--- config.mk ---
export PLATFORM = sky130hd
export DESIGN_NAME = tsf_status_flags
export DESIGN_NICKNAME = d
export VERILOG_FILES = /design/src/rtl/tsf_pkg.sv /design/src/rtl/tsf_status_flags.sv
export VERILOG_INCLUDE_DIRS = /design/src /design/src/rtl
export SDC_FILE = /design/constraint.sdc
export NUM_CORES = 1
export LEC_CHECK = 0
export BUFFER_PORTS_ARGS = -buffer_cell sky130_fd_sc_hd__buf_2
export CORE_ASPECT_RATIO = 1.75
export CORE_MARGIN = 5
export CORE_UTILIZATION = 39
export DETAILED_ROUTE_END_ITERATION = 7
export PLACE_DENSITY = 0.78
export SLEW_MARGIN = 0
export SYNTH_ARGS = -nofsm -noshare
export SYNTH_HDL_FRONTEND = slang
export SYNTH_SLANG_ARGS = --single-unit
--- constraint.sdc ---
create_clock -name clk -period 1.6 [get_ports clk]
set_input_delay 0.24 -clock clk [delete_from_list [all_inputs] [get_ports clk]]
set_output_delay 0.24 -clock clk [all_outputs]
set_load 0.05 [all_outputs]
--- src/rtl/tsf_defines.svh ---
// Offsets, field positions, reset values for the status flag block.
// Assumes an APB slave with byte addresses equal to four times the index.
`ifndef TSF_DEFINES_SVH
`define TSF_DEFINES_SVH

// ----------------------------------------------------------------------
// Register indices (byte address is four times the index)
// ----------------------------------------------------------------------
`define TSF_IDX_STATUS 6'h00
`define TSF_IDX_ENABLE 6'h01
`define TSF_IDX_FIFO_DATA 6'h08
`define TSF_IDX_CONTROL 6'h0A

// ----------------------------------------------------------------------
// Field positions
// ----------------------------------------------------------------------
`define TSF_BIT_AFULL 7
`define TSF_BIT_LOW 2
`define TSF_BIT_HIGH 1
`define TSF_BIT_RDY 0
`define TSF_BIT_FIFO_CLR 4
`define TSF_BIT_PIN_IRQ 0

// ----------------------------------------------------------------------
// Masks and reset values
// ----------------------------------------------------------------------
`define TSF_FLAG_MASK 8'h87
`define TSF_CTRL_MASK 8'h11
`define TSF_FLAGS_RST 8'h00
`define TSF_ENABLE_RST 8'h00
`define TSF_CTRL_RST 8'h00

`endif

--- src/rtl/tsf_pkg.sv ---
// Types shared by the status flag block.
// Assumes tsf_defines.svh is available on the include path.
package tsf_pkg;

    // ------------------------------------------------------------------
    // Data types
    // ------------------------------------------------------------------
    typedef logic [7:0] tsf_byte_t;
    typedef logic [15:0] tsf_temp_t;

    // Register selected by the APB address
    typedef enum logic [2:0] {
        TSF_SEL_NONE,
        TSF_SEL_STATUS,
        TSF_SEL_ENABLE,
        TSF_SEL_FIFO,
        TSF_SEL_CONTROL
    } tsf_sel_t;

endpackage : tsf_pkg

--- src/rtl/tsf_status_flags.sv ---
// Status flags, interrupt enables and interrupt pin of the sensor.
// Assumes core inputs on clk; APB master keeps the bus protocol.
//
// Behaviour
// - Almost-full flag bit 7, cleared by status read
// - Fifo data read clears almost-full when enabled
// - Low alarm set when result below limit
// - Enabled low alarm drives pin interrupt
// - Status read clears low alarm
// - High alarm set when result above limit
// - Enabled high alarm drives pin interrupt
// - Status read clears high alarm
// - Ready flag set when conversion completes
// - Enabled ready flag drives pin interrupt
// - Status or fifo read clears ready
// - Enable bit 7 gates almost-full interrupt
// - All interrupt enables reset to zero
`timescale 1ns/1ns
`include "tsf_defines.svh"

module tsf_status_flags (
    // Clock and reset
    input wire logic clk,
    input wire logic rst_n,
    // APB slave
    input wire logic psel,
    input wire logic penable,
    input wire logic pwrite,
    input wire logic [7:0] paddr,
    input wire logic [31:0] pwdata,
    output logic [31:0] prdata,
    output logic pready,
    output logic pslverr,
    // Sensor core
    input wire logic conv_done,
    input wire tsf_pkg::tsf_temp_t temp_result,
    input wire tsf_pkg::tsf_temp_t alarm_low_limit,
    input wire tsf_pkg::tsf_temp_t alarm_high_limit,
    input wire logic fifo_afull_event,
    input wire tsf_pkg::tsf_byte_t fifo_rd_data,
    output logic fifo_pop,
    // Multipurpose pin zero
    output logic multipurpose_pin_zero_out,
    output logic multipurpose_pin_zero_oe
);
    import tsf_pkg::*;

    // ------------------------------------------------------------------
    // Functions
    // ------------------------------------------------------------------
    function automatic logic tsf_below(input tsf_temp_t a,
                                       input tsf_temp_t b);
        tsf_below = $signed(a) < $signed(b);
    endfunction : tsf_below

    function automatic logic tsf_hit(input logic [7:0] addr,
                                     input logic [5:0] idx);
        tsf_hit = (addr[1:0] == 2'h0) && (addr[7:2] == idx);
    endfunction : tsf_hit

    // ------------------------------------------------------------------
    // State
    // ------------------------------------------------------------------
    tsf_byte_t flags_q;
    tsf_byte_t flags_d;
    tsf_byte_t enable_q;
    tsf_byte_t ctrl_q;
    tsf_sel_t sel_q;
    logic [31:0] prdata_q;
    logic pready_q;
    logic pslverr_q;
    logic fifo_pop_q;
    logic irq_q;
    logic oe_q;

    // ------------------------------------------------------------------
    // Address decode
    // ------------------------------------------------------------------
    tsf_sel_t sel_w;
    logic setup_w;
    logic done_w;
    logic status_rd_w;
    logic fifo_rd_w;
    logic enable_wr_w;
    logic ctrl_wr_w;
    tsf_byte_t rdata_w;

    assign setup_w = psel & ~penable;
    assign done_w = psel & penable & pready_q;
    assign sel_w = tsf_hit(paddr, `TSF_IDX_STATUS) ? TSF_SEL_STATUS :
                   tsf_hit(paddr, `TSF_IDX_ENABLE) ? TSF_SEL_ENABLE :
                   tsf_hit(paddr, `TSF_IDX_FIFO_DATA) ? TSF_SEL_FIFO :
                   tsf_hit(paddr, `TSF_IDX_CONTROL) ? TSF_SEL_CONTROL :
                   TSF_SEL_NONE;
    assign rdata_w = (sel_w == TSF_SEL_STATUS) ? flags_q :
                     (sel_w == TSF_SEL_ENABLE) ? enable_q :
                     (sel_w == TSF_SEL_FIFO) ? fifo_rd_data :
                     (sel_w == TSF_SEL_CONTROL) ? ctrl_q : 8'h00;
    assign status_rd_w = done_w & ~pwrite & (sel_q == TSF_SEL_STATUS);
    assign fifo_rd_w = done_w & ~pwrite & (sel_q == TSF_SEL_FIFO);
    assign enable_wr_w = done_w & pwrite & (sel_q == TSF_SEL_ENABLE);
    assign ctrl_wr_w = done_w & pwrite & (sel_q == TSF_SEL_CONTROL);

    // ------------------------------------------------------------------
    // Flag set and clear terms
    // ------------------------------------------------------------------
    tsf_byte_t set_w;
    tsf_byte_t clr_w;
    tsf_byte_t snap_w;
    logic fifo_clr_en_w;
    logic low_hit_w;
    logic high_hit_w;

    assign low_hit_w = conv_done & tsf_below(temp_result, alarm_low_limit);
    assign high_hit_w = conv_done & tsf_below(alarm_high_limit, temp_result);
    assign fifo_clr_en_w = ctrl_q[`TSF_BIT_FIFO_CLR];
    assign set_w = {fifo_afull_event, 4'h0, low_hit_w, high_hit_w,
                    conv_done};
    // Only bits the host actually saw are cleared by a status read
    assign snap_w = status_rd_w ? prdata_q[7:0] : 8'h00;
    assign clr_w = snap_w |
                   {fifo_rd_w & fifo_clr_en_w, 6'h00, fifo_rd_w};
    assign flags_d = ((flags_q & ~clr_w) | set_w) & `TSF_FLAG_MASK;

    // ------------------------------------------------------------------
    // Interrupt combine
    // ------------------------------------------------------------------
    logic irq_d;

    assign irq_d = |(flags_q & enable_q) & ctrl_q[`TSF_BIT_PIN_IRQ];

    // ------------------------------------------------------------------
    // Registers
    // ------------------------------------------------------------------
    always_ff @(posedge clk or negedge rst_n) begin
        if (!rst_n) begin
            flags_q <= `TSF_FLAGS_RST;
        end else begin
            flags_q <= flags_d;
        end
    end

    always_ff @(posedge clk or negedge rst_n) begin
        if (!rst_n) begin
            enable_q <= `TSF_ENABLE_RST;
        end else if (enable_wr_w) begin
            enable_q <= pwdata[7:0] & `TSF_FLAG_MASK;
        end
    end

    always_ff @(posedge clk or negedge rst_n) begin
        if (!rst_n) begin
            ctrl_q <= `TSF_CTRL_RST;
        end else if (ctrl_wr_w) begin
            ctrl_q <= pwdata[7:0] & `TSF_CTRL_MASK;
        end
    end

    always_ff @(posedge clk or negedge rst_n) begin
        if (!rst_n) begin
            sel_q <= TSF_SEL_NONE;
            prdata_q <= 32'h0000_0000;
            pslverr_q <= 1'b0;
        end else if (setup_w) begin
            sel_q <= sel_w;
            prdata_q <= pwrite ? 32'h0000_0000 : {24'h00_0000, rdata_w};
            pslverr_q <= (sel_w == TSF_SEL_NONE);
        end
    end

    always_ff @(posedge clk or negedge rst_n) begin
        if (!rst_n) begin
            pready_q <= 1'b0;
            fifo_pop_q <= 1'b0;
            irq_q <= 1'b0;
            oe_q <= 1'b0;
        end else begin
            pready_q <= setup_w;
            fifo_pop_q <= fifo_rd_w;
            irq_q <= irq_d;
            oe_q <= ctrl_q[`TSF_BIT_PIN_IRQ];
        end
    end

    // ------------------------------------------------------------------
    // Outputs
    // ------------------------------------------------------------------
    assign prdata = prdata_q;
    assign pready = pready_q;
    assign pslverr = pslverr_q;
    assign fifo_pop = fifo_pop_q;
    assign multipurpose_pin_zero_out = irq_q;
    assign multipurpose_pin_zero_oe = oe_q;
endmodule : tsf_status_flags

Word level (Yosys, flattened, before mapping)
Cells that the tools add are included.
Cells by class
  magnitude comparators: 2
  equal/unequal tests: 11
  mux-type cells: 10
  bitwise logic cells: 20
  reductions and logical operators: 8
Operators with widths (count)
  $mux 8: 5
  $lt 16x16->1: 2
  $and 8x8->8: 2
  $or 8x8->8: 2
  $and 1x1->1: 13
  $eq 3x2->1 const B: 4
  $eq 6x4->1 const B: 2
  $mux 3: 4
  $not 8->8: 1
  $reduce_or 8->1: 1
  $eq 3x1->1 const B: 2
  $eq 3x3->1 const B: 2
  $eq 6x1->1 const B: 1
  $logic_not 6->1: 1
  $mux 5: 1
  $logic_and 1x1->1: 4
  $logic_not 3->1: 1
  $logic_not 2->1: 1
  $not 1->1: 2
Word-level totals
  bits in registers: 50
  input port bits: 103
  output and inout port bits: 37
  logic and storage cells: 61

Longest topological paths before layout
Gate-level depths: netlist of run 1.
  depth in word-level cells: 12
  gate-level depth with buffers: 6
  gate-level depth less buffers: 6

Least setup slack after synthesis of run 1
Ideal clock, no wire load.
  path kind: register to register
  from: register pready_q, in the netlist pready
  to: register enable_q[0]
  setup time: 0.125 ns
  data arrival time: 1.756 ns
  required time: 1.475 ns
  path slack: -0.281 ns
  cell stages (with the launch flop): 5
  path buffers: 0
  clock period less this slack: 1.881 ns
  path through: dfrtp_1 -> and3_1 -> nand3b_1 -> nor3b_1 -> mux2_2
On the way
  word-level cells in the longest chain between the ends: 3
RTL lines
  start, declared: RTL line tsf_status_flags.sv:70  | logic pready_q;
  start signal, assigned: RTL line tsf_status_flags.sv:178  | pready_q <= setup_w;
  $and 1x1->1: RTL line tsf_status_flags.sv:89  | assign done_w = psel & penable & pready_q;
  $and 1x1->1 (2 in series): RTL line tsf_status_flags.sv:101  | assign enable_wr_w = done_w & pwrite & (sel_q == TSF_SEL_ENABLE);
  end signal, assigned: RTL line tsf_status_flags.sv:145  | enable_q <= `TSF_ENABLE_RST;
  end signal, assigned: RTL line tsf_status_flags.sv:147  | enable_q <= pwdata[7:0] & `TSF_FLAG_MASK;
  end, declared: RTL line tsf_status_flags.sv:66  | tsf_byte_t enable_q;
Every way passes these cells.
A chain may end at the register's enable or synchronous reset.

Worst setup path after layout of run 1
  from: input paddr[0]
  to: register prdata_q[4], in the netlist prdata[4]
On the way
  word-level cells in the longest chain between the ends: 12
  elaborated cells on any way between the ends: 18
  classes of those cells: eq/ne (4); mux (9); reduce/logical (5)
RTL lines
  start, declared: RTL line tsf_status_flags.sv:29  | input wire logic [7:0] paddr,
  $logic_not 2->1 *: RTL line tsf_status_flags.sv:58  | tsf_hit = (addr[1:0] == 2'h0) && (addr[7:2] == idx);
  $logic_and 1x1->1: RTL line tsf_status_flags.sv:58
  $mux 3: RTL line tsf_status_flags.sv:93  | tsf_hit(paddr, `TSF_IDX_CONTROL) ? TSF_SEL_CONTROL :
  $mux 3: RTL line tsf_status_flags.sv:92  | tsf_hit(paddr, `TSF_IDX_FIFO_DATA) ? TSF_SEL_FIFO :
  $mux 3: RTL line tsf_status_flags.sv:91  | tsf_hit(paddr, `TSF_IDX_ENABLE) ? TSF_SEL_ENABLE :
  $mux 3 *: RTL line tsf_status_flags.sv:90  | assign sel_w = tsf_hit(paddr, `TSF_IDX_STATUS) ? TSF_SEL_STATUS :
  $eq 3x3->1: RTL line tsf_status_flags.sv:98  | (sel_w == TSF_SEL_CONTROL) ? ctrl_q : 8'h00;
  $mux 5: RTL line tsf_status_flags.sv:98
  $mux 8: RTL line tsf_status_flags.sv:97  | (sel_w == TSF_SEL_FIFO) ? fifo_rd_data :
  $mux 8: RTL line tsf_status_flags.sv:96  | (sel_w == TSF_SEL_ENABLE) ? enable_q :
  $mux 8 *: RTL line tsf_status_flags.sv:95  | assign rdata_w = (sel_w == TSF_SEL_STATUS) ? flags_q :
  $mux 8 *: RTL line tsf_status_flags.sv:166  | prdata_q <= pwrite ? 32'h0000_0000 : {24'h00_0000, rdata_w};
  end signal, assigned: RTL line tsf_status_flags.sv:166
  end, declared: RTL line tsf_status_flags.sv:69  | logic [31:0] prdata_q;
Every way passes the cells marked *; elsewhere a longest branch is shown, timed or not.

==> qor.csv, run 1 <==
stage,metric,value,unit
route,drc,0,
final_layout,drive_above_1_share,35.3,%
grt,grt_max_degree,27,
critical_path,cpLargestDelayFamily,simple AND/OR/NAND/NOR gates,
logic_synthesis,async_reset_ff_share,100,%
final_layout,syn2layout_area_growth,27.5,%
final_layout,antenna_cells,0,
route,first_pass_iters,4,
critical_path,crit_path_cell_trace,buf_2 > or4_4 > or2_1 > or4_1 > o21ai_1,
logic_synthesis,synth_top_cell_by_area,dfrtp_1,
route,ant_nets,0,
logic_synthesis,netlist_top_cells_area,"dfrtp_1 (30%), ha_1 (17%), buf_4 (8.3%), inv_1 (5.7%), mux2_2 (3.6%)",
critical_path,cp-start-kind,primary input,
hold_path,min_from,fifo_afull_event,
timing,tightest_slew,0.567,ns
timing,fmax,0.662,GHz
floorplan,core_region_area,5500,µm²
cts,clk_latency,0.27,ns
floorplan,rows,36,
logic_synthesis,synthMuxAreaShare,6.42,%
logic_synthesis,synthFlopType,dfrtp_1,
route,vias,1985,
run,drv_cap,0,
logic_synthesis,ys_types,44,
logic_synthesis,synth_common_cells,"inv_1 (33), ha_1 (30), dfrtp_1 (26)",
pwr,vdd_ir_drop_max,517,µV
floorplan,chipWidth,66.3,µm
logic_synthesis,ys_seq_area_share,30.1,%
cts,cts_root_buf,clkbuf_8,
pwr,p_per_area,582,nW/µm²
timing,rsz0062_at_grt,no,
final_layout,stdcell_count,407,
critical_path,cpPeakStageDelay,0.52,ns
floorplan,die-area,7200,µm²
timing,relSlewSlack,62.2,%
timing,fin_skew,0.00148,ns
route,wire_per_inst,13.4,µm
route,initialDrtViolationCount,40,
critical_path,r2r_start,pready,
logic_synthesis,synthXorXnorAreaFrac,0.405,%
placement,gp_congestion,0.877,
placement,pre_cts_slack,-0.195,ns
route,totalWireLength,5.44,mm
logic_synthesis,synth_compound_area_share,17.5,%
timing,drv_slew,0,
logic_synthesis,synth_simple_gate_area_share,13.0,%
floorplan,initial_utilization,39.4,%
logic_synthesis,syn_area_per_cell,9.21,µm²
critical_path,crit_path_start,paddr[0],
logic_synthesis,synth_cells,235,
cts,cts_tree,built,
timing,setup_violations,0,
critical_path,cp-end-kind,flip-flop,
placement,dp_cells,401,
placement,io_buffer_count,88,
placement,hpwlAfterDp,4.82,mm
hold_path,worstHoldPathType,primary input to flip-flop,
logic_synthesis,yosysWarnings,0,
run_status,status,"finished, final reports clean",
critical_path,worstSetupPathType,primary input to flip-flop,
pwr,power,1.60,mW
timing,final-hold-violation-count,0,
critical_path,crit_fanout,2,
logic_synthesis,ys_ff_latch,26,
floorplan,die_h,109,µm
grt,overflow,0,
final_layout,fin_nets,465,
cts,clockBufferDepth,2,
timing,worst_slack,0.0899,ns
cts,numClockSinks,26,
logic_synthesis,synth_top_family_by_area,compound AO/OA/AOI/OAI gates,
critical_path,cp_slowest_cell,or4_4,
timing,period_share,94.4,%
cts,cts_buffers,3,
logic_synthesis,yosysMostFrequentCell,inv_1,
logic_synthesis,synthAdderAreaFrac,17.4,%
critical_path,critPathBufInv,1,
grt,track_usage,15.1,%
grt,grt_pass1_vias,2072,
pwr,p_leak,1.51,nW
critical_path,critPathArrivalTime,1.71,ns
grt,grt_pass1_wl,8.47,mm
logic_synthesis,synth_top_area_share,30.1,%
timing,min_period,1.51,ns
logic_synthesis,synth_area,2160,µm²
logic_synthesis,synth_edf_count,0,
grt,antenna_found_initial,0,
cts,htree_levels,1,
cts,clkSlewWorstSetupHoldPaths,0.08,ns
route,post_drt_via_cell_ratio,4.88,
floorplan,io_pins,140,
critical_path,required,1.80,ns
flip-flops by register name, summed over array words and instances, names as in the netlist, 2 cells and up:
signal and flops:
enable_q 4, sel_q 3, flags_q 4, prdata 8, ctrl_q 2
where the power goes:
part           total, mW  switching [mW]  internal, mW
Sequential         0.668         0.00471         0.663
Combinational      0.520           0.326         0.194
Clock              0.417           0.197         0.220
cells in the final DEF (no fill, tap or decap), types with 4 or more instances in the layout:
| cell type | instances |
|---|---|
| nand2_1 | 12 |
| nand3b_1 | 4 |
| nor2_1 | 4 |
| o21a_1 | 9 |
| conb_1 | 24 |
| a22o_1 | 6 |
| dfrtp_1 | 25 |
| buf_2 | 88 |
| a211oi_1 | 4 |
| buf_4 | 10 |
| ha_1 | 30 |
| o21ai_0 | 10 |
| clkbuf_8 | 4 |
| nand2b_1 | 4 |
| mux2i_1 | 6 |
| a21oi_1 | 4 |
| mux2_4 | 4 |
| o41ai_1 | 4 |
| inv_1 | 33 |
| nand4_1 | 6 |
worst register-to-register path: stages, from the launching register on:
cell and delay (ns):
dfrtp_2 0.36, and3_4 0.20, nand3b_1 0.16, nor3b_4 0.19, buf_4 0.17, mux2_4 0.30
timing repair:
| item | in CTS | in global routing |
|---|---|---|
| hold endpoints to repair | 26 | 0 |
| buffers inserted | 0 | 1 |
| resized for setup | 0 | 1 |
| hold buffers | 1 | 0 |
| setup endpoints to repair | 0 | 2 |
kinds of logic after synthesis:
logic type	after synthesis
AO/OA/AOI/OAI	53
XOR/XNOR	1
adder cells (fa/ha/maj)	30
buffers and inverters	63
flip-flops	26
multiplexers	13
other	1
AND/OR/NAND/NOR	48
metrics by stage:
| step | TNS (ns) | instance area, µm² | utilization (%) | hold WS [ns] |
|---|---|---|---|---|
| floorplan | -0.414 | 2280 | - | -0.0556 |
| global placement | -0.775 | 2680 | 48.8 | 0.267 |
| detailed placement | -0.974 | 2680 | 48.8 | 0.262 |
| CTS | 0 | 2750 | 50.0 | 0.154 |
| global route | 0 | 2760 | 50.2 | 0.148 |
| finish | 0 | 2760 | 50.2 | 0.155 |
final timing paths:
kind | end | slack, ns | depth (start not counted)
max | prdata[4] | 0.09 | 5
min | flags_q[7] | 0.15 | 2
max reg2reg | enable_q[0] | 0.10 | 5
min reg2reg | multipurpose_pin_zero_oe | 0.45 | 0
max in group asynchronous | pready | 0.71 | 2
min in group asynchronous | prdata[3] | 0.48 | 2
final cells by class:
type	count	area, µm²
repair buffers	99	526
flip-flops and latches	26	652
well taps	76	95.1
inverters	33	124
clock buffers	4	55.1
fillers	532	2740
multi-input cells	169	1310
layer usage:
| metal | up-vias | share of wire (%) | track usage (%) |
|---|---|---|---|
| met5 | - | 0 | 0 |
| met4 | 0 | 2.7 | 6.54 |
| met3 | 14 | 7.4 | 2.18 |
| met2 | 88 | 55 | 29.3 |
| met1 | 905 | 35 | 15.2 |
| li1 | 978 | - | - |
Note: power is estimated with default switching activity, not from simulation.
==> inputs of run 2 (changes only) <==
--- a/config.mk
+++ b/config.mk
@@ -6,12 +6,13 @@
 export SDC_FILE = /design/constraint.sdc
 export NUM_CORES = 1
 export LEC_CHECK = 0
+export ABC_AREA = 1
 export BUFFER_PORTS_ARGS = -buffer_cell sky130_fd_sc_hd__buf_2
 export CORE_ASPECT_RATIO = 1.75
-export CORE_MARGIN = 5
+export CORE_MARGIN = 3
 export CORE_UTILIZATION = 39
 export DETAILED_ROUTE_END_ITERATION = 7
-export PLACE_DENSITY = 0.78
+export PLACE_DENSITY = 0.77
 export SLEW_MARGIN = 0
 export SYNTH_ARGS = -nofsm -noshare
 export SYNTH_HDL_FRONTEND = slang
==> qor.csv, run 2 <==
stage,metric,value,unit
run_status,status,"finished, final reports clean",
cts,cts_buffers,3,
final_layout,final_common_cell,buf_2,
placement,hpwlAfterDp,4.75,mm
logic_synthesis,syn_area_per_cell,7.19,µm²
floorplan,initial_utilization,41.5,%
final_layout,largest_register_ffs,8,
pwr,p_per_area,556,nW/µm²
cts,cts_tree,built,
critical_path,worstSetupPathType,flip-flop to flip-flop,
floorplan,io_pins,140,
placement,pre_cts_slack,0.0902,ns
cts,cts_root_buf,clkbuf_8,
logic_synthesis,ys_ff_latch,26,
logic_synthesis,yosysMostFrequentCell,nand2_1,
final_layout,n_fill_cell,550,
route,vias,2195,
run,drv_cap,0,
timing,final-hold-violation-count,0,
timing,fin_hold_ws,0.174,ns
final_layout,drive_above_1_share,26.6,%
grt,grt_max_degree,27,
route,post_drt_via_cell_ratio,4.60,
critical_path,required,1.75,ns
logic_synthesis,netlist_top_cells_area,"dfrtp_1 (29%), ha_1 (17%), nand2_1 (12%), inv_1 (9.4%), buf_4 (8.1%)",
timing,tightest_slew,0.554,ns
final_layout,stdcell_area,2740,µm²
logic_synthesis,synth_common_cells,"nand2_1 (70), inv_1 (56), ha_1 (30)",
final_layout,fin_nets,538,
critical_path,cp-end-kind,flip-flop,
grt,grt_pass1_wl,9.03,mm
logic_synthesis,ys_seq_area_share,29.1,%
logic_synthesis,ys_types,27,
timing,fmax,0.743,GHz
grt,antenna_found_initial,0,
timing,period_share,84.1,%
final_layout,stdcell_count,477,
route,initialDrtViolationCount,56,
pwr,vdd_ir_drop_max,537,µV
route,wire_per_inst,11.3,µm
grt,track_usage,16.4,%
timing,worst_slack,0.254,ns
route,totalWireLength,5.38,mm
pwr,power,1.52,mW
logic_synthesis,yosysWarnings,0,
cts,numClockSinks,26,
cts,htree_levels,1,
final_layout,layout_common_cells,"buf_2 (88), nand2_1 (70), inv_1 (56)",
final_layout,antenna_cells,0,
timing,min_period,1.35,ns
logic_synthesis,async_reset_ff_share,100,%
final_layout,utilization,50.8,%
timing,drv_slew,0,
route,drc,0,
critical_path,critPathArrivalTime,1.50,ns
cts,post-cts-setup-buffer-count,0,
route,first_pass_iters,4,
timing,setup_violations,0,
logic_synthesis,synth_top_area_share,29.1,%
floorplan,die_h,106,µm
floorplan,core_region_area,5390,µm²
cts,clkSlewWorstSetupHoldPaths,0.08,ns
placement,gp_congestion,0.916,
floorplan,chipWidth,63.2,µm
grt,grt_pass1_vias,2156,
floorplan,rows,35,
floorplan,die-area,6710,µm²
hold_path,worstHoldPathType,primary input to flip-flop,
logic_synthesis,synthFlopType,dfrtp_1,
timing,setup_tns,0,ns
logic_synthesis,synth_cells,311,
timing,rsz0062_at_grt,no,
final_layout,syn2layout_area_growth,22.4,%
cts,clk_latency,0.26,ns
logic_synthesis,synth_edf_count,0,
timing,fin_skew,0.00239,ns
pwr,p_leak,1.69,nW
placement,dp_cells,473,
route,ant_nets,0,
grt,overflow,0,
timing,relSlewSlack,63.1,%
logic_synthesis,synth_area,2240,µm²
placement,io_buffer_count,88,
critical_path,crit_fanout,7,
cts,clockBufferDepth,2,
placement,placed_cell_area,2690,µm²
critical_path,cp-start-kind,flip-flop,
logic_synthesis,synth_top_cell_by_area,dfrtp_1,
-- run 2: layer usage --
| layer | vias up | GRT usage (%) | part of all wire, % |
|---|---|---|---|
| met5 | - | 0 | 0 |
| met4 | 0 | 5.72 | 2.3 |
| met3 | 11 | 2.01 | 6.4 |
| met2 | 94 | 33.1 | 56 |
| met1 | 970 | 16.5 | 36 |
| li1 | 1120 | - | - |
-- run 2: logic make-up (layout without fill, tap and decap cells) --
family | after synthesis | after routing | share of synthesized area [%]
simple gates | 119 | 119 | 22.9
other cells | 1 | 24 | 0.168
buf+inv | 86 | 155 | 18.5
fa+ha+maj | 30 | 30 | 16.8
flops | 26 | 26 | 29.1
mux | 2 | 2 | 1.17
compound gates | 47 | 47 | 11.4
-- run 2: path summary, 6_finish.rpt --
| path | start | to | slack [ns] | cells past startpoint |
|---|---|---|---|---|
| max | pready | enable_q[2] | 0.25 | 4 |
| min | penable | pready | 0.17 | 2 |
| max reg2reg | pready | enable_q[2] | 0.25 | 4 |
| min reg2reg | ctrl_q[0] | multipurpose_pin_zero_oe | 0.46 | 0 |
| max in group asynchronous | rst_n | fifo_pop | 0.74 | 2 |
| min in group asynchronous | rst_n | ctrl_q[0] | 0.49 | 2 |
-- run 2: repair_timing --
action                    4_1_cts  5_1_grt
hold endpoints to repair       26        0
resized for setup               0        0
hold buffers                    1        0
-- run 2: report_power, final --
| part | internal [mW] | switching [mW] | total (mW) |
|---|---|---|---|
| clock network | 0.168 | 0.185 | 0.354 |
| registers | 0.666 | 0.00557 | 0.671 |
| logic | 0.168 | 0.330 | 0.498 |
-- run 2: critical path, stage by stage, from the launching register on --
cell and delay, ns:
dfrtp_1 0.35, nand3_1 0.14, nor3_2 0.24, nand2_2 0.18
mux2_4 0.33
-- run 2: area by class of cell --
cell class / instances / area [µm²] / share of cell area (%)
multi-input cells: 222 / 1260 / 46.0
flip-flops and latches: 26 / 651 / 23.8
repair buffers: 91 / 465 / 17.0
inverters: 61 / 229 / 8.36
well taps: 74 / 92.6 / 3.38
clock buffers: 3 / 41.3 / 1.51
==> inputs of run 3 (changes only) <==
==> constraint.sdc (replaced) <==
create_clock -name clk -period 1.2 [get_ports clk]
set_input_delay 0.18 -clock clk [delete_from_list [all_inputs] [get_ports clk]]
set_output_delay 0.18 -clock clk [all_outputs]
set_load 0.05 [all_outputs]
==> qor.csv, run 3 (synthesized netlist as in run 2, its figures left out) <==
stage,metric,value,unit
grt,track_usage,17.4,%
grt,overflow,0,
pwr,p_int,1.59,mW
route,drc,0,
cts,cts_buffers,3,
cts,clkSlewWorstSetupHoldPaths,0.10,ns
timing,drv_slew,0,
timing,period_share,104,%
floorplan,chipWidth,63.2,µm
pwr,combPwrFrac,30.5,%
cts,clockBufferDepth,2,
final_layout,antenna_cells,0,
final_layout,syn2layout_area_growth,32.2,%
placement,gp_congestion,0.839,
timing,worst_slack,-0.0528,ns
floorplan,io_pins,140,
placement,pre_cts_slack,-0.234,ns
floorplan,die_h,106,µm
route,ant_nets,0,
pwr,p_per_area,798,nW/µm²
route,initialDrtViolationCount,36,
floorplan,initial_utilization,41.5,%
pwr,swShare,32.6,%
final_layout,stdcell_count,491,
critical_path,worstSetupPathType,flip-flop to flip-flop,
placement,io_buffer_count,88,
final_layout,largest_register_ffs,8,
timing,rsz0062_at_grt,yes,
cts,numClockSinks,26,
pwr,p_switching,768,µW
final_layout,fin_nets,551,
timing,fin_skew,0.00559,ns
floorplan,core_region_area,5390,µm²
grt,grt_pass1_wl,9.61,mm
timing,fmax,0.798,GHz
route,vias,2291,
final_layout,drive_above_1_share,31.7,%
run_status,violations,negative setup slack,
timing,fin_hold_ws,0.117,ns
critical_path,cp-start-kind,flip-flop,
final_layout,final_common_cell,buf_2,
route,totalWireLength,5.84,mm
critical_path,critPathArrivalTime,1.43,ns
floorplan,die-area,6710,µm²
grt,grt_pass1_vias,2328,
critical_path,required,1.38,ns
timing,setup_violations,3,
cts,cts_tree,built,
placement,hpwlAfterDp,5.05,mm
hold_path,worstHoldPathType,primary input to flip-flop,
placement,dp_cells,484,
final_layout,layout_common_cells,"buf_2 (88), nand2_1 (68), inv_1 (56)",
cts,clk_latency,0.28,ns
cts,cts_root_buf,clkbuf_8,
route,wire_per_inst,11.9,µm
critical_path,crit_fanout,4,
pwr,p_leak,1.79,nW
run_status,status,"complete, but fails checks",
pwr,p_seq_share,38.1,%
pwr,p_clk_share,31.4,%
pwr,vdd_ir_drop_max,833,µV
grt,grt_max_degree,27,
route,post_drt_via_cell_ratio,4.67,
run,drv_cap,0,
cts,htree_levels,1,
critical_path,cp-end-kind,flip-flop,
route,first_pass_iters,4,
timing,min_period,1.25,ns
timing,final-hold-violation-count,0,
grt,antenna_found_initial,0,
floorplan,rows,35,
run 3: cell count changes in the layout (fill, tap and decap cells not counted), sizes merged:
cell,delta
bufinv,+1
buf,+13
run 3: layout make-up:
class,count,area (µm²)
Inverter,61,229
Tap cell,74,92.6
Fill cell,535,2430
Clock buffer,3,41.3
Timing Repair Buffer,104,596
Multi-Input combinational cell,222,1320
Clock inverter,1,30.0
Sequential cell,26,652
run 3: path summary, 6_finish.rpt:
kind,from,end,slack [ns],cells past startpoint
max,pready,flags_q[7],-0.05,6
min,fifo_afull_event,flags_q[7],0.12,2
max reg2reg,pready,flags_q[7],-0.05,6
min reg2reg,pslverr,pslverr,0.49,2
max in group asynchronous,rst_n,pready,0.67,3
min in group asynchronous,rst_n,prdata[4],0.37,3
run 3: power groups by stage:
stage          clock network [mW]  registers, mW  logic (mW)
2_1_floorplan                   0          0.939       0.483
3_3_place_gp                    0          0.915       0.693
3_5_place_dp                    0          0.915       0.713
4_1_cts                     0.736          0.898       0.719
5_1_grt                     0.776          0.900       0.808
6_report                    0.740          0.898       0.720
run 3: timing repair:
| action | CTS | global route |
|---|---|---|
| hold endpoints to repair | 26 | 0 |
| gates resized for setup | 3 | 11 |
| buffers inserted | 1 | 1 |
| setup endpoints to repair | 4 | 10 |
| hold buffers | 1 | 0 |
| pin swaps | 1 | 4 |
run 3: worst max-delay path, cell delays in order (launching register included):
cell	delay (ns)
dfrtp_2	0.39
nand3_4	0.09
nor3_4	0.28
nand2_2	0.11
inv_2	0.07
nand2_1	0.05
a31o_1	0.17
run 3: per-stage QoR:
stage               instance area [µm²]  total power, mW  setup TNS (ns)  util, %
detailed placement                 2820             1.63          -0.867     52.4
global route                       2960             2.48          -0.384     54.9
global placement                   2820             1.61          -0.591     52.4
floorplan                          2350             1.42          -0.407        -
finish                             2960             2.36         -0.0739     54.9
CTS                                2920             2.35          -0.126     54.1
run 3: routing by layer:
layer  global-route usage [%]  wire, µm  up-vias
met5                        0         0        -
met4                     4.17       116        0
met3                     2.43       418       12
met2                     36.7      3240       96
met1                     17.0      2070     1033
li1                         -         -     1150
